--- config.mk ---
export PLATFORM = sky130hd
export DESIGN_NAME = sci_regs
export DESIGN_NICKNAME = d
export VERILOG_FILES = /design/src/sci_civ_meas.v /design/src/sci_regs.v
export VERILOG_INCLUDE_DIRS = /design/src
export SDC_FILE = /design/constraint.sdc
export NUM_CORES = 1
export LEC_CHECK = 0
export BUFFER_PORTS_ARGS = -buffer_cell sky130_fd_sc_hd__buf_2
export CAP_MARGIN = 20
export CORE_MARGIN = 5
export CORE_UTILIZATION = 40
export DETAILED_ROUTE_END_ITERATION = 8
export HOLD_SLACK_MARGIN = 0.1
export PLACE_DENSITY = 0.62
export RECOVER_POWER = 100
export SLEW_MARGIN = 20
export SYNTH_ARGS = -nofsm -noshare
export SYNTH_HDL_FRONTEND = slang
export SYNTH_SLANG_ARGS = --single-unit
export TNS_END_PERCENT = 1
--- constraint.sdc ---
create_clock -name pclk -period 16 [get_ports pclk]
set_input_delay 1.6 -clock pclk [delete_from_list [all_inputs] [get_ports pclk]]
set_output_delay 1.6 -clock pclk [all_outputs]
set_load 0.005 [all_outputs]
--- src/sci_map.vh ---
// register map, field layout and reset values of the subcarrier increment register bank
`ifndef SCI_MAP_VH
`define SCI_MAP_VH

// register indices; byte address is four times the index
`define SCI_IDX_INC_FIRST   6'h18
`define SCI_IDX_INC_LAST    6'h1F
`define SCI_IDX_CTRL        6'h21
`define SCI_IDX_CALC_HIGH   6'h22
`define SCI_IDX_CALC_MID    6'h23
`define SCI_IDX_CALC_LOW    6'h24
`define SCI_IDX_VERSION     6'h25
`define SCI_IDX_POINTER     6'h3F

// byte address layout on the bus
`define SCI_ADDR_W          8
`define SCI_ADDR_IDX_HI     7
`define SCI_ADDR_IDX_LO     2

// control register fields
`define SCI_CTRL_AUTO_BIT   0
`define SCI_CTRL_HYST_HI    2
`define SCI_CTRL_HYST_LO    1
`define SCI_CTRL_CALC_HI    4
`define SCI_CTRL_CALC_LO    3

// reset values
`define SCI_RST_AUTO        1'b1
`define SCI_RST_HYST        2'h0
`define SCI_RST_POINTER     6'h00
`define SCI_RST_NIBBLE      4'h0

// widths
`define SCI_CALC_W          26
`define SCI_WORD_W          32
`define SCI_LOW_PAD_W       6
`define SCI_WIN_W           25
`define SCI_NIB_W           4
`define SCI_NIB_CNT         8

// calculated increment slices as they appear in the read registers
`define SCI_CALC_TOP_HI     25
`define SCI_CALC_TOP_LO     24
`define SCI_CALC_HIGH_HI    23
`define SCI_CALC_HIGH_LO    16
`define SCI_CALC_MID_HI     15
`define SCI_CALC_MID_LO     8
`define SCI_CALC_LOW_HI     7
`define SCI_CALC_LOW_LO     0

// pclk edges after reset before the edge-detect flop holds a real pin sample
`define SCI_SYNC_FILL       2'h3

// measurement window in pixel clock edges; makes the reference count equal the increment
`define SCI_PIX_WINDOW      25'h1000000

// hysteresis thresholds in counts, by control setting
`define SCI_HYST_T0         26'h0000000
`define SCI_HYST_T1         26'h0000001
`define SCI_HYST_T2         26'h0000002
`define SCI_HYST_T3         26'h0000004

// version identifier; value is arbitrary
`define SCI_VERSION_ID      8'h5A

`endif

--- src/sci_civ_meas.v ---
// measures pixel clock against the reference clock and forms the calculated increment
`timescale 1ns/100ps
`default_nettype none
`include "sci_map.vh"

module sci_civ_meas #(
  parameter [`SCI_WIN_W-1:0] PIX_WINDOW = `SCI_PIX_WINDOW
) (
  input  wire                    pclk,
  input  wire                    presetn,
  input  wire                    pix_clk_pin,
  input  wire                    ref_clk_pin,
  input  wire [1:0]              hyst_sel,
  output reg  [`SCI_CALC_W-1:0]  calc_q,
  output reg                     calc_valid_q
);

  reg  [2:0]               pix_sync_q;
  reg  [2:0]               ref_sync_q;
  reg  [1:0]               fill_q;
  reg  [`SCI_WIN_W-1:0]    pix_cnt_q;
  reg  [`SCI_CALC_W-1:0]   ref_cnt_q;
  reg  [`SCI_CALC_W-1:0]   thresh;
  reg  [`SCI_CALC_W-1:0]   diff;
  wire                     pix_rise;
  wire                     ref_rise;
  wire                     win_end;

  ////////////////////////////////////////////////////////////////////////////////
  // both clocks are foreign to pclk: two flops, then a third for edge detection
  always @(posedge pclk or negedge presetn) begin
    if (!presetn) begin
      pix_sync_q <= 3'h0;
      ref_sync_q <= 3'h0;
      fill_q     <= 2'h0;
    end else begin
      pix_sync_q <= {pix_sync_q[1:0], pix_clk_pin};
      ref_sync_q <= {ref_sync_q[1:0], ref_clk_pin};
      if (fill_q != `SCI_SYNC_FILL) begin
        fill_q <= fill_q + 1'b1;
      end
    end
  end

  // a pin already high at reset release would look like a rise against the cleared flops
  assign pix_rise = (fill_q == `SCI_SYNC_FILL) & pix_sync_q[1] & ~pix_sync_q[2];
  assign ref_rise = (fill_q == `SCI_SYNC_FILL) & ref_sync_q[1] & ~ref_sync_q[2];
  assign win_end  = pix_rise && (pix_cnt_q == PIX_WINDOW - 1'b1);

  always @* begin
    case (hyst_sel)
      2'h0:    thresh = `SCI_HYST_T0;
      2'h1:    thresh = `SCI_HYST_T1;
      2'h2:    thresh = `SCI_HYST_T2;
      default: thresh = `SCI_HYST_T3;
    endcase
    diff = (ref_cnt_q > calc_q) ? (ref_cnt_q - calc_q) : (calc_q - ref_cnt_q);
  end

  ////////////////////////////////////////////////////////////////////////////////
  // reference edges counted over a fixed number of pixel edges: count rises as pixel rate falls
  always @(posedge pclk or negedge presetn) begin
    if (!presetn) begin
      pix_cnt_q    <= {`SCI_WIN_W{1'b0}};
      ref_cnt_q    <= {`SCI_CALC_W{1'b0}};
      calc_q       <= {`SCI_CALC_W{1'b0}};
      calc_valid_q <= 1'b0;
    end else begin
      if (win_end) begin
        pix_cnt_q <= {`SCI_WIN_W{1'b0}};
        ref_cnt_q <= {{(`SCI_CALC_W-1){1'b0}}, ref_rise};
        // small wander below the threshold leaves the value alone
        if (!calc_valid_q || diff > thresh) begin
          calc_q <= ref_cnt_q;
        end
        calc_valid_q <= 1'b1;
      end else begin
        if (pix_rise) begin
          pix_cnt_q <= pix_cnt_q + 1'b1;
        end
        if (ref_rise) begin
          ref_cnt_q <= ref_cnt_q + 1'b1;
        end
      end
    end
  end

endmodule
`default_nettype wire

--- src/sci_regs.v ---
// subcarrier increment register bank with apb slave and calculated-increment selection
// Operation
// - auto select feeds calculated value to subcarrier
// - calculated value is 26 bits, upper increment bits
// - calculated value from pixel versus reference clock
// - calculated bits readable at 21h through 24h
// - two-bit field sets calculation hysteresis
// - read-only fixed 8-bit version identifier
// - 6-bit pointer holds currently accessed register index
// - 32-bit word in low nibbles 18h-1Fh
`timescale 1ns/100ps
`default_nettype none
`include "sci_map.vh"

module sci_regs #(
  parameter [`SCI_WIN_W-1:0] PIX_WINDOW = `SCI_PIX_WINDOW
) (
  input  wire                    pclk,
  input  wire                    presetn,
  input  wire                    psel,
  input  wire                    penable,
  input  wire                    pwrite,
  input  wire [`SCI_ADDR_W-1:0]  paddr,
  input  wire [31:0]             pwdata,
  output reg  [31:0]             prdata,
  output reg                     pready,
  output reg                     pslverr,
  input  wire                    pix_clk_pin,
  input  wire                    ref_clk_pin,
  output reg  [`SCI_WORD_W-1:0]  subcarrier_increment_q,
  output reg                     auto_increment_select_q
);

  reg  [3:0]               inc_nib_q [0:7];
  reg  [1:0]               increment_hysteresis_ctrl_q;
  reg  [5:0]               register_pointer_q;
  wire [`SCI_WORD_W-1:0]   subcarrier_increment_word;
  reg  [`SCI_WORD_W-1:0]   inc_d;
  reg  [31:0]              rdata_d;
  reg                      err_d;
  wire [`SCI_CALC_W-1:0]   calculated_increment;
  wire [5:0]               idx;
  wire                     setup;
  wire                     done;
  integer                  k;
  genvar                   g;

  assign idx   = paddr[`SCI_ADDR_IDX_HI:`SCI_ADDR_IDX_LO];
  assign setup = psel && !penable;
  assign done  = psel && penable && pready;

  // true when index falls in the nibble-wide increment word registers
  function is_inc;
    input [5:0] i;
    begin
      is_inc = (i >= `SCI_IDX_INC_FIRST) && (i <= `SCI_IDX_INC_LAST);
    end
  endfunction

  // true for any mapped register
  function is_mapped;
    input [5:0] i;
    begin
      is_mapped = is_inc(i) || (i >= `SCI_IDX_CTRL && i <= `SCI_IDX_VERSION) || (i == `SCI_IDX_POINTER);
    end
  endfunction

  ////////////////////////////////////////////////////////////////////////////////
  sci_civ_meas #(
    .PIX_WINDOW (PIX_WINDOW)
  ) u_meas (
    .pclk         (pclk),
    .presetn      (presetn),
    .pix_clk_pin  (pix_clk_pin),
    .ref_clk_pin  (ref_clk_pin),
    .hyst_sel     (increment_hysteresis_ctrl_q),
    .calc_q       (calculated_increment),
    .calc_valid_q ()
  );

  ////////////////////////////////////////////////////////////////////////////////
  // most significant nibble sits at the lowest index
  generate
    for (g = 0; g < `SCI_NIB_CNT; g = g + 1) begin : g_pack
      assign subcarrier_increment_word[(`SCI_WORD_W-1-`SCI_NIB_W*g) -: `SCI_NIB_W] = inc_nib_q[g];
    end
  endgenerate

  always @* begin
    // auto mode replaces only the upper bits; low bits stay as programmed
    if (auto_increment_select_q) begin
      inc_d = {calculated_increment, subcarrier_increment_word[`SCI_LOW_PAD_W-1:0]};
    end else begin
      inc_d = subcarrier_increment_word;
    end
  end

  ////////////////////////////////////////////////////////////////////////////////
  // read data is prepared in the setup phase so prdata leaves a flop
  always @* begin
    rdata_d = 32'h0000_0000;
    err_d   = 1'b0;
    if (is_inc(idx)) begin
      rdata_d[3:0] = inc_nib_q[idx[2:0]];
    end else if (idx == `SCI_IDX_CTRL) begin
      rdata_d[`SCI_CTRL_AUTO_BIT]                 = auto_increment_select_q;
      rdata_d[`SCI_CTRL_HYST_HI:`SCI_CTRL_HYST_LO] = increment_hysteresis_ctrl_q;
      rdata_d[`SCI_CTRL_CALC_HI:`SCI_CTRL_CALC_LO] = calculated_increment[`SCI_CALC_TOP_HI:`SCI_CALC_TOP_LO];
    end else if (idx == `SCI_IDX_CALC_HIGH) begin
      rdata_d[7:0] = calculated_increment[`SCI_CALC_HIGH_HI:`SCI_CALC_HIGH_LO];
    end else if (idx == `SCI_IDX_CALC_MID) begin
      rdata_d[7:0] = calculated_increment[`SCI_CALC_MID_HI:`SCI_CALC_MID_LO];
    end else if (idx == `SCI_IDX_CALC_LOW) begin
      rdata_d[7:0] = calculated_increment[`SCI_CALC_LOW_HI:`SCI_CALC_LOW_LO];
    end else if (idx == `SCI_IDX_VERSION) begin
      rdata_d[7:0] = `SCI_VERSION_ID;
    end else if (idx == `SCI_IDX_POINTER) begin
      rdata_d[5:0] = register_pointer_q;
    end else begin
      err_d = 1'b1;
    end
  end

  ////////////////////////////////////////////////////////////////////////////////
  // no wait state on any transfer: pready rises in the first access cycle
  always @(posedge pclk or negedge presetn) begin
    if (!presetn) begin
      prdata  <= 32'h0000_0000;
      pready  <= 1'b0;
      pslverr <= 1'b0;
    end else if (setup) begin
      prdata  <= pwrite ? 32'h0000_0000 : rdata_d;
      pready  <= 1'b1;
      pslverr <= err_d;
    end else begin
      prdata  <= 32'h0000_0000;
      pready  <= 1'b0;
      pslverr <= 1'b0;
    end
  end

  ////////////////////////////////////////////////////////////////////////////////
  // writes land at the completing edge; read-only bits ignore write data
  always @(posedge pclk or negedge presetn) begin
    if (!presetn) begin
      for (k = 0; k < `SCI_NIB_CNT; k = k + 1) begin
        inc_nib_q[k] <= `SCI_RST_NIBBLE;
      end
      auto_increment_select_q     <= `SCI_RST_AUTO;
      increment_hysteresis_ctrl_q <= `SCI_RST_HYST;
      register_pointer_q          <= `SCI_RST_POINTER;
      subcarrier_increment_q      <= {`SCI_WORD_W{1'b0}};
    end else begin
      subcarrier_increment_q <= inc_d;
      if (done && is_mapped(idx)) begin
        // pointer tracks the register touched; a write to the pointer itself sets it
        if (pwrite && idx == `SCI_IDX_POINTER) begin
          register_pointer_q <= pwdata[5:0];
        end else begin
          register_pointer_q <= idx;
        end
        if (pwrite && is_inc(idx)) begin
          inc_nib_q[idx[2:0]] <= pwdata[3:0];
        end
        if (pwrite && idx == `SCI_IDX_CTRL) begin
          auto_increment_select_q     <= pwdata[`SCI_CTRL_AUTO_BIT];
          increment_hysteresis_ctrl_q <= pwdata[`SCI_CTRL_HYST_HI:`SCI_CTRL_HYST_LO];
        end
      end
    end
  end

endmodule
`default_nettype wire

# ---- Word level (Yosys, flattened, before mapping)
# Cells that the tools add are included.
dict set report totals {
  ff_bits 193
  in_bits 47
  out_inout_bits 67
  wordCells 110
}
dict set report op_classes {
  add_sub_neg 5
  order_cmp 8
  n_eq_ne 11
  n_mux 35
  bitwise_logic 7
  reduce_logical 22
}
# cell count
set ops {}
lappend ops {{$mux 26} 3}
lappend ops {{$sub 26x26->26} 2}
lappend ops {{$mux 25} 2}
lappend ops {{$mux 8} 5}
lappend ops {{$eq 6x6->1 const B} 6}
lappend ops {{$bwmux 32} 1}
lappend ops {{$mux 32} 1}
lappend ops {{$add 26x1->26 const B} 1}
lappend ops {{$gt 26x26->1} 1}
lappend ops {{$gt 26x3->1} 1}
lappend ops {{$add 25x1->25 const B} 1}
lappend ops {{$eq 25x24->1 const B} 1}
lappend ops {{$mux 4} 5}
lappend ops {{$mux 6} 3}
lappend ops {{$bmux 4 s3} 1}
lappend ops {{$demux 4 s3} 1}
lappend ops {{$logic_and 1x1->1} 11}
lappend ops {{$mux 1} 10}
lappend ops {{$pmux 3 s3} 1}
lappend ops {{$ge 6x5->1 const B} 1}
lappend ops {{$ge 6x6->1 const B} 1}
lappend ops {{$le 6x5->1 const B} 1}
lappend ops {{$le 6x6->1 const B} 1}
lappend ops {{$reduce_and 2->1} 3}
lappend ops {{other kinds (15)} 24}

# ---- Depth between registers and ports, before layout
# Gate-level depths: netlist of run 1.
dict set report depth {
  word_depth 10
  mapped_depth 24
  mapped_depth_nobuf 22
}

# ---- Cells and area by module
# From an unflattened synthesis of run 1, not the netlist that was laid out.
dict set report unflattened {
  hier_cells 1265
  hier_area_um2 11703.7
}
# mod instances cells_per_inst area_each_um2 seq_area_each_um2
set by_module_without_submodules {}
lappend by_module_without_submodules {sci_civ_meas 1 958 7712.4 2152.1}
lappend by_module_without_submodules {sci_regs 1 307 3991.3 2078.2}

# ---- Worst setup path before layout of run 1
# No wires, ideal clock.
dict set report synth_path {
  kind {register to register}
  start {register u_meas.ref_cnt_q[9]}
  end {register u_meas.calc_q[25]}
  setup_time_ps 128
  arrival_ps 5048
  t_required_ps 15872
  slack_ps 10824
  stages_incl_launch_ff 22
  n_path_buf 2
  period_less_slack_ps 5176
  cell_sequence {dfrtp_1 -> ha_1 -> buf_2 -> nand2_1 -> nor4_2 -> a21oi_1 -> or3_1 -> o21bai_4 -> mux2_2 -> ha_1 -> nor2b_1 -> o21a_1 -> o21ai_0 -> o2111ai_1 -> or3_1 -> nor4_1 -> nand4_1 -> nor4_1 -> a21oi_1 -> o31ai_2 -> buf_6 -> mux2_1}
}
dict set report synth_via {
  elab_chain_cells 5
  elab_cells_between_ends 7
  cone_classes {2 x add/sub; 2 x order compare; 1 x mux; 2 x reduce/logical}
}
# item line_no
set synth_rtl {}
lappend synth_rtl {{from (decl)} sci_civ_meas.v:22} ;# reg [`SCI_CALC_W-1:0] ref_cnt_q;
lappend synth_rtl {{from (signal assigned)} sci_civ_meas.v:65} ;# ref_cnt_q <= {`SCI_CALC_W{1'b0}};
lappend synth_rtl {{from (signal assigned)} sci_civ_meas.v:71} ;# ref_cnt_q <= {{(`SCI_CALC_W-1){1'b0}}, ref_rise};
lappend synth_rtl {{from (signal assigned)} sci_civ_meas.v:82} ;# ref_cnt_q <= ref_cnt_q + 1'b1;
lappend synth_rtl {{$sub 26x26->26 or $gt 26x26->1 (tied branches)} sci_civ_meas.v:57} ;# diff = (ref_cnt_q > calc_q) ? (ref_cnt_q - calc_q) : (calc_q - ref_cnt_q);
lappend synth_rtl {{$mux 26 (*)} sci_civ_meas.v:57}
lappend synth_rtl {{$gt 26x3->1 (*)} sci_civ_meas.v:73} ;# if (!calc_valid_q || diff > thresh) begin
lappend synth_rtl {{$logic_or 1x1->1 (*)} sci_civ_meas.v:73}
lappend synth_rtl {{$reduce_and 2->1 (no source line) (*)} --}
lappend synth_rtl {{to (signal assigned)} sci_civ_meas.v:66} ;# calc_q <= {`SCI_CALC_W{1'b0}};
lappend synth_rtl {{to (signal assigned)} sci_civ_meas.v:74} ;# calc_q <= ref_cnt_q;
lappend synth_rtl {{to (decl)} sci_civ_meas.v:14} ;# output reg [`SCI_CALC_W-1:0] calc_q,
# Mark *: on every way between the ends. The rest lies on a longest branch, timed or not.
# A chain may end at the register's enable or synchronous reset.

# ---- Final worst setup path of run 1
dict set report layout_path {
  start {register u_meas.calc_q[7]}
  end {register u_meas.calc_q[25]}
}
dict set report layout_via {
  elab_chain_cells 5
  elab_cells_between_ends 7
  cone_classes {2 x add/sub; 2 x order compare; 1 x mux; 2 x reduce/logical}
}
# item line_no
set layout_rtl {}
lappend layout_rtl {{$sub 26x26->26 or $gt 26x26->1 (tied branches)} sci_civ_meas.v:57}
lappend layout_rtl {{$mux 26 (*)} sci_civ_meas.v:57}
lappend layout_rtl {{$gt 26x3->1 (*)} sci_civ_meas.v:73}
lappend layout_rtl {{$logic_or 1x1->1 (*)} sci_civ_meas.v:73}
lappend layout_rtl {{$reduce_and 2->1 (no source line) (*)} --}
# Marked as above.

==> run_results.csv, run 1 <==
group,metric,value,unit
setup_path,crit_chain,"inv_1 > ha_1 > nand4_1 > nor4_2 > a21oi_1 > or3_1 > o21bai_1 > mux2_1 > ha_1 > nor2b_1 > o21a_1 > o21ai_0 > o2111ai_1 > or3_1 > nor4_1 > nand4_1 > nor4_1 > a21oi_1 > o31ai_1 > clkbuf_1 > mux2_1",
setup_path,worst_r2r_startpoint,"u_meas.calc_q[7]",
detailed_routing,drc,0,
global_route,grt_pass1_vias,7693,
setup_path,end_kind,"flop",
min_path,hp-start,"u_meas.pix_sync_q[0]",
clock_network,tritoncts,"yes",
floorplanning,die_x,171,um
final_layout,multiInputGateArea,0.00558,mm2
yosys,syn_avg_cell_area,9.76,um2
timing,hold_violations,0,
detailed_routing,drt_wl_total,26.5,mm
timing,max_freq,112,MHz
placed_design,hpwlAfterDp,19.6,mm
clock_network,htreeDepth,4,
timing,period_minus_slack,8.94,ns
job,maxCapViolations,5,
clock_network,root_buffer,"clkbuf_16",
yosys,synth_edf_count,0,
setup_path,critical_path_class,"flop to flop",
setup_path,cpLargestDelayFamily,"compound AO/OA/AOI/OAI gates",
yosys,syn_area,0.0104,mm2
detailed_routing,drt_pass1_iterations,6,
timing,slew_headroom,-1.91,
clock_network,path_clk_slew,0.07,ns
timing,maxSlewViolCount,199,
floorplanning,fp.dieArea,0.0293,mm2
status,violations,"capacitance limit, slew limit",
min_path,hold_path_end,"u_meas.pix_sync_q[1]",
timing,tns,0,ns
setup_path,cp-start-kind,"flop",
floorplanning,start_util,0.403,
detailed_routing,antenna_left,0,
clock_network,clk_latency,0.44,ns
final_layout,instances_no_fill,1453,
final_layout,drive_gt1_frac,0.118,
power_and_ir_drop,ir_drop,0.0715,mV
yosys,yosys_register_bits,169,
power_and_ir_drop,power_density,109,mW/mm2
timing,setup_violations,0,
setup_path,cp_data_arrival_time,9.26,ns
final_layout,fill_cells,2562,
final_layout,nets,1211,
global_route,grtUsageTotal,0.182,
placed_design,placed_cells,1420,
setup_path,slowest_stage,"clkbuf_1",
min_path,hold_path_class,"flop to flop",
status,status,"complete, but fails checks",
yosys,ys.flop_type,"dfrtp_1",
final_layout,num_antenna_cells,0,
yosys,ys_seq_area_frac,0.407,
final_layout,syn_to_final_growth,9.22,%
floorplanning,io_pins,114,
setup_path,worst_r2r_path_depth,21,
yosys,synthCells,1066,
final_layout,final_common_cell,"dfrtp_1",
clock_network,cts_buffers,17,
yosys,synth_cell_types,67,
placed_design,portBuffers,61,
global_route,overflow,0,
timing,worst_slack,7.06,ns
global_route,grt_pass1_wl,42.4,mm
power_and_ir_drop,leakage,5.54,nW
floorplanning,die_h,171,um
setup_path,reg2reg_to,"u_meas.calc_q[25]",
detailed_routing,viasPerCell,5.43,
setup_path,cp.required,16.32,ns
floorplanning,fp-row-count,59,
floorplanning,coreArea,0.0258,mm2
timing,rsz0062_at_grt,"no",
clock_network,hold_buffers,0,
detailed_routing,drt_iter0_drc,620,
yosys,synth-async-reset-ratio,1.00,
detailed_routing,wl_per_cell,18.3,um
placed_design,post-place-ws,9.03,ns
global_route,grt_start_max_net_pins,106,
setup_path,slowest_delay,1.36,ns
final_layout,final_cell_mix,"dfrtp_1, nor2_1, a21oi_1",
clock_network,cts.sinks,169,
clock_network,ctsResizeCount,0,
setup_path,worst-path-max-fanout,21,
min_path,hold_path_depth,0,
global_route,antenna_found_initial,0,
timing,worst_pin_slew,4.37,ns
yosys,yosysWarnings,0,
timing,finalCritPeriodShare,0.559,
detailed_routing,via_count,7895,
placed_design,gp_congestion,0.910,
clock_network,cts_buffer_depth,2,
clock_network,postCtsSetupBuffers,0,
setup_path,reg2reg_slack,7.06,ns
timing,fin_skew,0.0112,ns
setup_path,path_buf_inv,2,
final_layout,seq_area,0.00423,mm2
## logic make-up after synthesis
logic type,Yosys count,synth area share
buf+inv,133,0.0636
simple gates,308,0.142
xor+xnor,76,0.0640
mux,110,0.123
fa+ha+maj,59,0.0724
other cells,1,0.000360
flops,169,0.407
compound gates,210,0.128
## worst max-delay path by stage
| stage | startpoint | endpoint | slack, ns | cells past startpoint |
|---|---|---|---|---|
| global route | presetn | u_meas.ref_cnt_q[21] | 5.71 | 3 |
| finish | u_meas.calc_q[7] | u_meas.calc_q[25] | 7.06 | 21 |
| detailed placement | u_meas.calc_q[7] | u_meas.calc_q[25] | 9.03 | 21 |
| floorplan | u_meas.ref_cnt_q[9] | u_meas.calc_q[25] | 10.82 | 21 |
| global placement | u_meas.calc_q[7] | u_meas.calc_q[25] | 9.16 | 21 |
| CTS | u_meas.calc_q[7] | u_meas.calc_q[25] | 9.03 | 21 |
## flip-flops by register name, indices dropped and copies added (netlist names), 2 cells and up
| register | count |
|---|---|
| inc_nib_q | 32 |
| increment_hysteresis_ctrl_q | 2 |
| prdata | 8 |
| register_pointer_q | 6 |
| subcarrier_increment_q | 32 |
| u_meas.calc_q | 26 |
| u_meas.fill_q | 2 |
| u_meas.pix_cnt_q | 25 |
| u_meas.pix_sync_q | 3 |
| u_meas.ref_cnt_q | 26 |
| u_meas.ref_sync_q | 3 |
## layer usage
| layer | global-route usage | vias to the layer above | routed length [um] |
|---|---|---|---|
| met2 | 0.274 | 196 | 12000 |
| met5 | 0 | - | 0 |
| met3 | 0.0329 | 31 | 1360 |
| met4 | 0.0451 | 0 | 428 |
| li1 | - | 3761 | - |
| met1 | 0.274 | 3907 | 12700 |
## synthesized netlist by cell type, drive strengths merged (33+ instances only)
cell type | number | share of area
inv | 65 | 0.023
xnor2 | 53 | 0.045
buf | 52 | 0.034
nor2 | 95 | 0.034
dfrtp | 168 | 0.40
nand3 | 33 | 0.016
a21oi | 79 | 0.038
mux2 | 66 | 0.071
mux2i | 36 | 0.035
o21ai | 46 | 0.022
nand2 | 75 | 0.027
ha | 57 | 0.069
## final cells by class
cell class              instances  share of cell area
multi-input cells             787               0.491
flip-flops and latches        169               0.372
clock buffers                  18              0.0386
well taps                     335              0.0369
repair buffers                 65              0.0241
inverters                      65              0.0215
clock inverters                14              0.0160
## where the power goes
group	switching [mW]	leakage (nW)	total [mW]	internal, mW
registers	0.0169	2.31	0.461	0.444
clock network	0.208	0.296	0.437	0.229
logic	0.201	2.93	0.345	0.143
total	0.426	5.54	1.24	0.816
## per-stage QoR
step / total power [mW] / utilization / hold slack [ns] / cell area, um2
2_1_floorplan: 0.741 / - / 0.331 / 10500
3_3_place_gp: 0.811 / 0.420 / 0.334 / 10800
3_5_place_dp: 0.816 / 0.420 / 0.339 / 10800
4_1_cts: 1.26 / 0.444 / 0.356 / 11500
5_1_grt: 1.31 / 0.440 / 0.370 / 11400
6_report: 1.24 / 0.440 / 0.357 / 11400
(Power assumes the default switching activity.)
==> run 2: changes to the inputs <==
--- a/config.mk
+++ b/config.mk
@@ -12,7 +12,7 @@
 export CORE_UTILIZATION = 40
 export DETAILED_ROUTE_END_ITERATION = 8
 export HOLD_SLACK_MARGIN = 0.1
-export PLACE_DENSITY = 0.62
+export PLACE_DENSITY = 0.64
 export RECOVER_POWER = 100
 export SLEW_MARGIN = 20
 export SYNTH_ARGS = -nofsm -noshare
==> constraint.sdc (replaced) <==
create_clock -name pclk -period 8.1 [get_ports pclk]
set_input_delay 0.81 -clock pclk [delete_from_list [all_inputs] [get_ports pclk]]
set_output_delay 0.81 -clock pclk [all_outputs]
set_load 0.005 [all_outputs]
==> run_results.csv, run 2 (synthesis results as in run 1) <==
group,metric,value,unit
global_route,grt_pass1_vias,7864,
job,maxCapViolations,2,
final_layout,final_cell_mix,"dfrtp_1, nor2_1, a21oi_1",
timing,tns,0,ns
floorplanning,fp.dieArea,0.0293,mm2
power_and_ir_drop,ir_drop,0.144,mV
clock_network,postCtsSetupBuffers,0,
global_route,overflow,0,
final_layout,fill_cells,2511,
clock_network,tritoncts,"yes",
clock_network,htreeDepth,4,
clock_network,ctsResizeCount,0,
status,status,"complete, but fails checks",
floorplanning,io_pins,114,
detailed_routing,drt_pass1_iterations,5,
timing,rsz0062_at_grt,"no",
final_layout,num_antenna_cells,0,
clock_network,cts_buffers,17,
timing,fin_skew,0.0114,ns
detailed_routing,wl_per_cell,18.2,um
floorplanning,die_x,171,um
power_and_ir_drop,pwr-share-comb,0.280,
timing,hold_violations,0,
global_route,antenna_found_initial,0,
clock_network,cts_buffer_depth,2,
floorplanning,coreArea,0.0258,mm2
timing,finalCritPeriodShare,0.878,
final_layout,nets,1211,
floorplanning,start_util,0.403,
power_and_ir_drop,cell_internal_pwr,1.64,mW
setup_path,cpLargestDelayFamily,"simple AND/OR/NAND/NOR gates",
setup_path,critical_path_class,"flop to flop",
placed_design,dpl_cell_area,0.0109,mm2
clock_network,cts.sinks,169,
power_and_ir_drop,seqPwrFrac,0.367,
timing,slew_headroom,-2.38,
timing,worst_pin_slew,5.08,ns
timing,period_minus_slack,7.11,ns
global_route,grt_pass1_wl,43.0,mm
setup_path,cp.required,8.45,ns
min_path,hold_path_class,"flop to flop",
setup_path,path_buf_inv,2,
detailed_routing,drt_iter0_drc,625,
setup_path,slowest_stage,"o31ai_2",
timing,setup_violations,0,
power_and_ir_drop,switchingPower,0.834,mW
timing,maxSlewViolCount,104,
global_route,grt_start_max_net_pins,96,
detailed_routing,antenna_left,0,
power_and_ir_drop,power_density,217,mW/mm2
floorplanning,fp-row-count,59,
placed_design,hpwlAfterDp,19.5,mm
clock_network,path_clk_slew,0.07,ns
detailed_routing,viasPerCell,5.47,
detailed_routing,drc,0,
final_layout,finalInstanceArea,0.0114,mm2
clock_network,clk_latency,0.44,ns
floorplanning,die_h,171,um
clock_network,hold_buffers,0,
global_route,grtUsageTotal,0.184,
power_and_ir_drop,power_frac_clock,0.353,
clock_network,root_buffer,"clkbuf_16",
setup_path,cp_data_arrival_time,7.46,ns
detailed_routing,via_count,7948,
setup_path,end_kind,"flop",
power_and_ir_drop,leakage,5.56,nW
detailed_routing,drt_wl_total,26.4,mm
placed_design,gp_congestion,0.902,
final_layout,syn_to_final_growth,9.61,%
timing,max_freq,141,MHz
setup_path,cp-start-kind,"flop",
final_layout,drive_gt1_frac,0.120,
setup_path,slowest_delay,1.08,ns
status,violations,"capacitance limit, slew limit",
placed_design,portBuffers,61,
final_layout,reg.largest.list,"inc_nib_q: 32 flops, subcarrier_increment_q: 32 flops",
final_layout,final_common_cell,"dfrtp_1",
setup_path,worst-path-max-fanout,18,
setup_path,crit_chain,"inv_1 > ha_1 > nand4_1 > nor4_2 > a21oi_1 > or3_1 > o21bai_4 > mux2_1 > ha_1 > nor2b_1 > o21a_1 > o21ai_0 > o2111ai_1 > or3_1 > nor4_1 > nand4_1 > nor4_1 > a21oi_1 > o31ai_2 > buf_12 > mux2i_1",
power_and_ir_drop,switching_share,0.337,
## run 2: changes by cell type in the layout (fill, tap and decap cells not counted), sizes merged
cell      delta
buf          +4
bufinv       +1
clkbuf       -5
clkinv       -1
clkinvlp     -1
inv          +2
## run 2: final cells by class
type | count | area [um2] | share of cell area
Multi-Input combinational cell | 787 | 5590 | 0.490
Sequential cell | 169 | 4230 | 0.371
Clock buffer | 17 | 425 | 0.0373
Tap cell | 335 | 419 | 0.0367
Timing Repair Buffer | 65 | 292 | 0.0256
Inverter | 65 | 244 | 0.0214
Clock inverter | 15 | 201 | 0.0177
## run 2: through the flow
stage | worst slack (ns) | hold slack, ns | util | power [mW] | cells
finish | 0.992 | 0.350 | 0.441 | 2.47 | 1453
global route | 0.502 | 0.360 | 0.441 | 2.61 | 1453
CTS | 1.44 | 0.354 | 0.445 | 2.49 | 1452
detailed placement | 1.48 | 0.336 | 0.420 | 1.61 | 1420
global placement | 1.55 | 0.335 | 0.420 | 1.60 | 1420
floorplan | 2.92 | 0.331 | - | 1.46 | 1089
## run 2: per-layer routing
| layer | track usage | vias up | routed length [um] | part of all wire |
|---|---|---|---|---|
| met2 | 0.272 | 237 | 11800 | 0.45 |
| met4 | 0.0541 | 0 | 506 | 0.019 |
| met1 | 0.273 | 3926 | 12500 | 0.47 |
| met3 | 0.0359 | 30 | 1630 | 0.062 |
| met5 | 0 | - | 0 | 0 |
| li1 | - | 3755 | - | - |
## run 2: worst register-to-register path, stage by stage (launching register included)
cell and delay [ns]:
dfrtp_1 0.45, inv_1 0.11, ha_1 0.57, nand4_1 0.22
nor4_2 0.40, a21oi_1 0.17, or3_1 0.44, o21bai_4 0.32
mux2_1 0.38, ha_1 0.32, nor2b_1 0.14, o21a_1 0.15
o21ai_0 0.22, o2111ai_1 0.17, or3_1 0.34, nor4_1 0.38
nand4_1 0.17, nor4_1 0.33, a21oi_1 0.14, o31ai_2 1.08
buf_12 0.30, mux2i_1 0.23
## run 2: worst paths after layout
check,startpoint,cells past startpoint,slack [ns],to
min in group asynchronous,presetn,1,2.21,u_meas.ref_cnt_q[24]
worst min-delay path,u_meas.pix_sync_q[0],0,0.35,u_meas.pix_sync_q[1]
worst max register to register,u_meas.calc_q[11],21,0.99,u_meas.calc_q[20]
max in group asynchronous,presetn,3,2.03,u_meas.ref_cnt_q[11]
worst min register to register,u_meas.pix_sync_q[0],0,0.35,u_meas.pix_sync_q[1]
worst max-delay path,u_meas.calc_q[11],21,0.99,u_meas.calc_q[20]
## run 2: power groups by stage
stage          Clock, mW  Sequential, mW  Combinational (mW)
2_1_floorplan          0           0.917               0.546
3_3_place_gp           0           0.924               0.674
3_5_place_dp           0           0.926               0.683
4_1_cts            0.886           0.910               0.691
5_1_grt            0.920           0.916               0.776
6_report           0.873           0.909               0.692
==> run 3: changes to the inputs <==
==> constraint.sdc (replaced) <==
create_clock -name pclk -period 8.1 [get_ports pclk]
set_input_delay 0.81 -clock pclk [delete_from_list [all_inputs] [get_ports pclk]]
set_output_delay 0.81 -clock pclk [all_outputs]
set_load 0.1 [all_outputs]
==> run_results.csv, run 3 (synthesis results as in run 1) <==
group,metric,value,unit
status,status,"complete, but fails checks",
status,violations,"capacitance limit, slew limit",
timing,hold_violations,0,
setup_path,slowest_delay,1.08,ns
setup_path,cpLargestDelayFamily,"simple AND/OR/NAND/NOR gates",
setup_path,path_buf_inv,2,
final_layout,drive_gt1_frac,0.112,
timing,tns,0,ns
detailed_routing,drt_wl_total,26.4,mm
job,maxCapViolations,2,
min_path,hold_path_class,"flop to flop",
final_layout,reg.largest.list,"inc_nib_q: 32 flops, subcarrier_increment_q: 32 flops",
timing,fin_skew,0.0115,ns
global_route,grtUsageTotal,0.184,
global_route,grt_pass1_wl,43.0,mm
final_layout,num_antenna_cells,0,
final_layout,fill_cells,2518,
clock_network,tritoncts,"yes",
timing,rsz0062_at_grt,"no",
power_and_ir_drop,power_frac_clock,0.345,
floorplanning,coreArea,0.0258,mm2
detailed_routing,antenna_left,0,
timing,worst_pin_slew,5.07,ns
setup_path,slowest_stage,"o31ai_2",
clock_network,cts_buffer_depth,2,
timing,maxSlewViolCount,104,
final_layout,nets,1211,
timing,period_minus_slack,7.11,ns
detailed_routing,via_count,7944,
timing,finalCritPeriodShare,0.878,
power_and_ir_drop,pwr-share-comb,0.295,
setup_path,critical_path_class,"flop to flop",
detailed_routing,drt_pass1_iterations,5,
power_and_ir_drop,power_density,222,mW/mm2
setup_path,crit_chain,"inv_1 > ha_1 > nand4_1 > nor4_2 > a21oi_1 > or3_1 > o21bai_4 > mux2_1 > ha_1 > nor2b_1 > o21a_1 > o21ai_0 > o2111ai_1 > or3_1 > nor4_1 > nand4_1 > nor4_1 > a21oi_1 > o31ai_2 > buf_12 > mux2i_1",
setup_path,cp_data_arrival_time,7.47,ns
clock_network,cts.sinks,169,
clock_network,cts_buffers,17,
global_route,antenna_found_initial,0,
timing,slew_headroom,-2.38,
power_and_ir_drop,switchingPower,0.891,mW
timing,max_freq,141,MHz
floorplanning,fp.dieArea,0.0293,mm2
floorplanning,die_h,171,um
floorplanning,die_x,171,um
floorplanning,start_util,0.403,
detailed_routing,viasPerCell,5.47,
clock_network,htreeDepth,4,
clock_network,hold_buffers,0,
final_layout,final_common_cell,"dfrtp_1",
clock_network,root_buffer,"clkbuf_16",
global_route,grt_pass1_vias,7864,
power_and_ir_drop,cell_internal_pwr,1.64,mW
placed_design,gp_congestion,0.902,
placed_design,hpwlAfterDp,19.5,mm
setup_path,end_kind,"flop",
floorplanning,fp-row-count,59,
detailed_routing,wl_per_cell,18.2,um
detailed_routing,drt_iter0_drc,623,
timing,setup_violations,0,
setup_path,worst-path-max-fanout,18,
global_route,overflow,0,
global_route,grt_start_max_net_pins,96,
final_layout,final_cell_mix,"dfrtp_1, nor2_1, a21oi_1",
setup_path,cp.required,8.45,ns
clock_network,ctsResizeCount,0,
power_and_ir_drop,ir_drop,0.144,mV
final_layout,syn_to_final_growth,9.50,%
setup_path,cp-start-kind,"flop",
power_and_ir_drop,seqPwrFrac,0.359,
power_and_ir_drop,leakage,5.53,nW
clock_network,clk_latency,0.44,ns
final_layout,seq_area,0.00423,mm2
placed_design,portBuffers,61,
floorplanning,io_pins,114,
final_layout,multiInputGateArea,0.00559,mm2
timing,hold_ws,0.350,ns
clock_network,postCtsSetupBuffers,0,
detailed_routing,drc,0,
power_and_ir_drop,switching_share,0.352,
clock_network,path_clk_slew,0.07,ns
==> run 3: layer usage <==
layer,share of wire,global-route usage,up-vias
met5,0,0,-
met3,0.058,0.0359,34
met4,0.020,0.0541,0
li1,-,-,3757
met2,0.45,0.272,224
met1,0.48,0.273,3929
==> run 3: power groups by stage <==
stage / sequential [mW] / clock, mW / combinational (mW)
floorplan: 0.928 / 0 / 0.592
global placement: 0.924 / 0 / 0.730
detailed placement: 0.926 / 0 / 0.739
CTS: 0.910 / 0.886 / 0.747
global route: 0.916 / 0.920 / 0.832
finish: 0.909 / 0.874 / 0.748
==> run 3: final cells by class <==
class / count / share of cell area
multi-input combinational: 787 / 0.491
sequential: 169 / 0.371
clock buffer: 17 / 0.0373
tap: 335 / 0.0368
timing repair buffer: 65 / 0.0246
inverter: 65 / 0.0214
clock inverter: 15 / 0.0177
==> run 3: worst paths after layout <==
path / from / to / slack, ns / cells past startpoint
worst max register to register: u_meas.calc_q[11] / u_meas.calc_q[16] / 0.99 / 21
min in group asynchronous: presetn / u_meas.ref_cnt_q[24] / 2.21 / 1
worst min register to register: u_meas.pix_sync_q[0] / u_meas.pix_sync_q[1] / 0.35 / 0
worst min-delay path: u_meas.pix_sync_q[0] / u_meas.pix_sync_q[1] / 0.35 / 0
worst max-delay path: u_meas.calc_q[11] / u_meas.calc_q[16] / 0.99 / 21
max in group asynchronous: presetn / u_meas.ref_cnt_q[11] / 2.03 / 3
==> run 3: metrics by stage <==
step	cells	worst slack (ns)	util	instance area, um2	power [mW]
floorplan	1089	2.92	-	10500	1.52
global route	1453	0.502	0.441	11400	2.67
finish	1453	0.985	0.441	11400	2.53
detailed placement	1420	1.48	0.420	10900	1.66
CTS	1452	1.44	0.445	11500	2.54
global placement	1420	1.55	0.420	10900	1.65
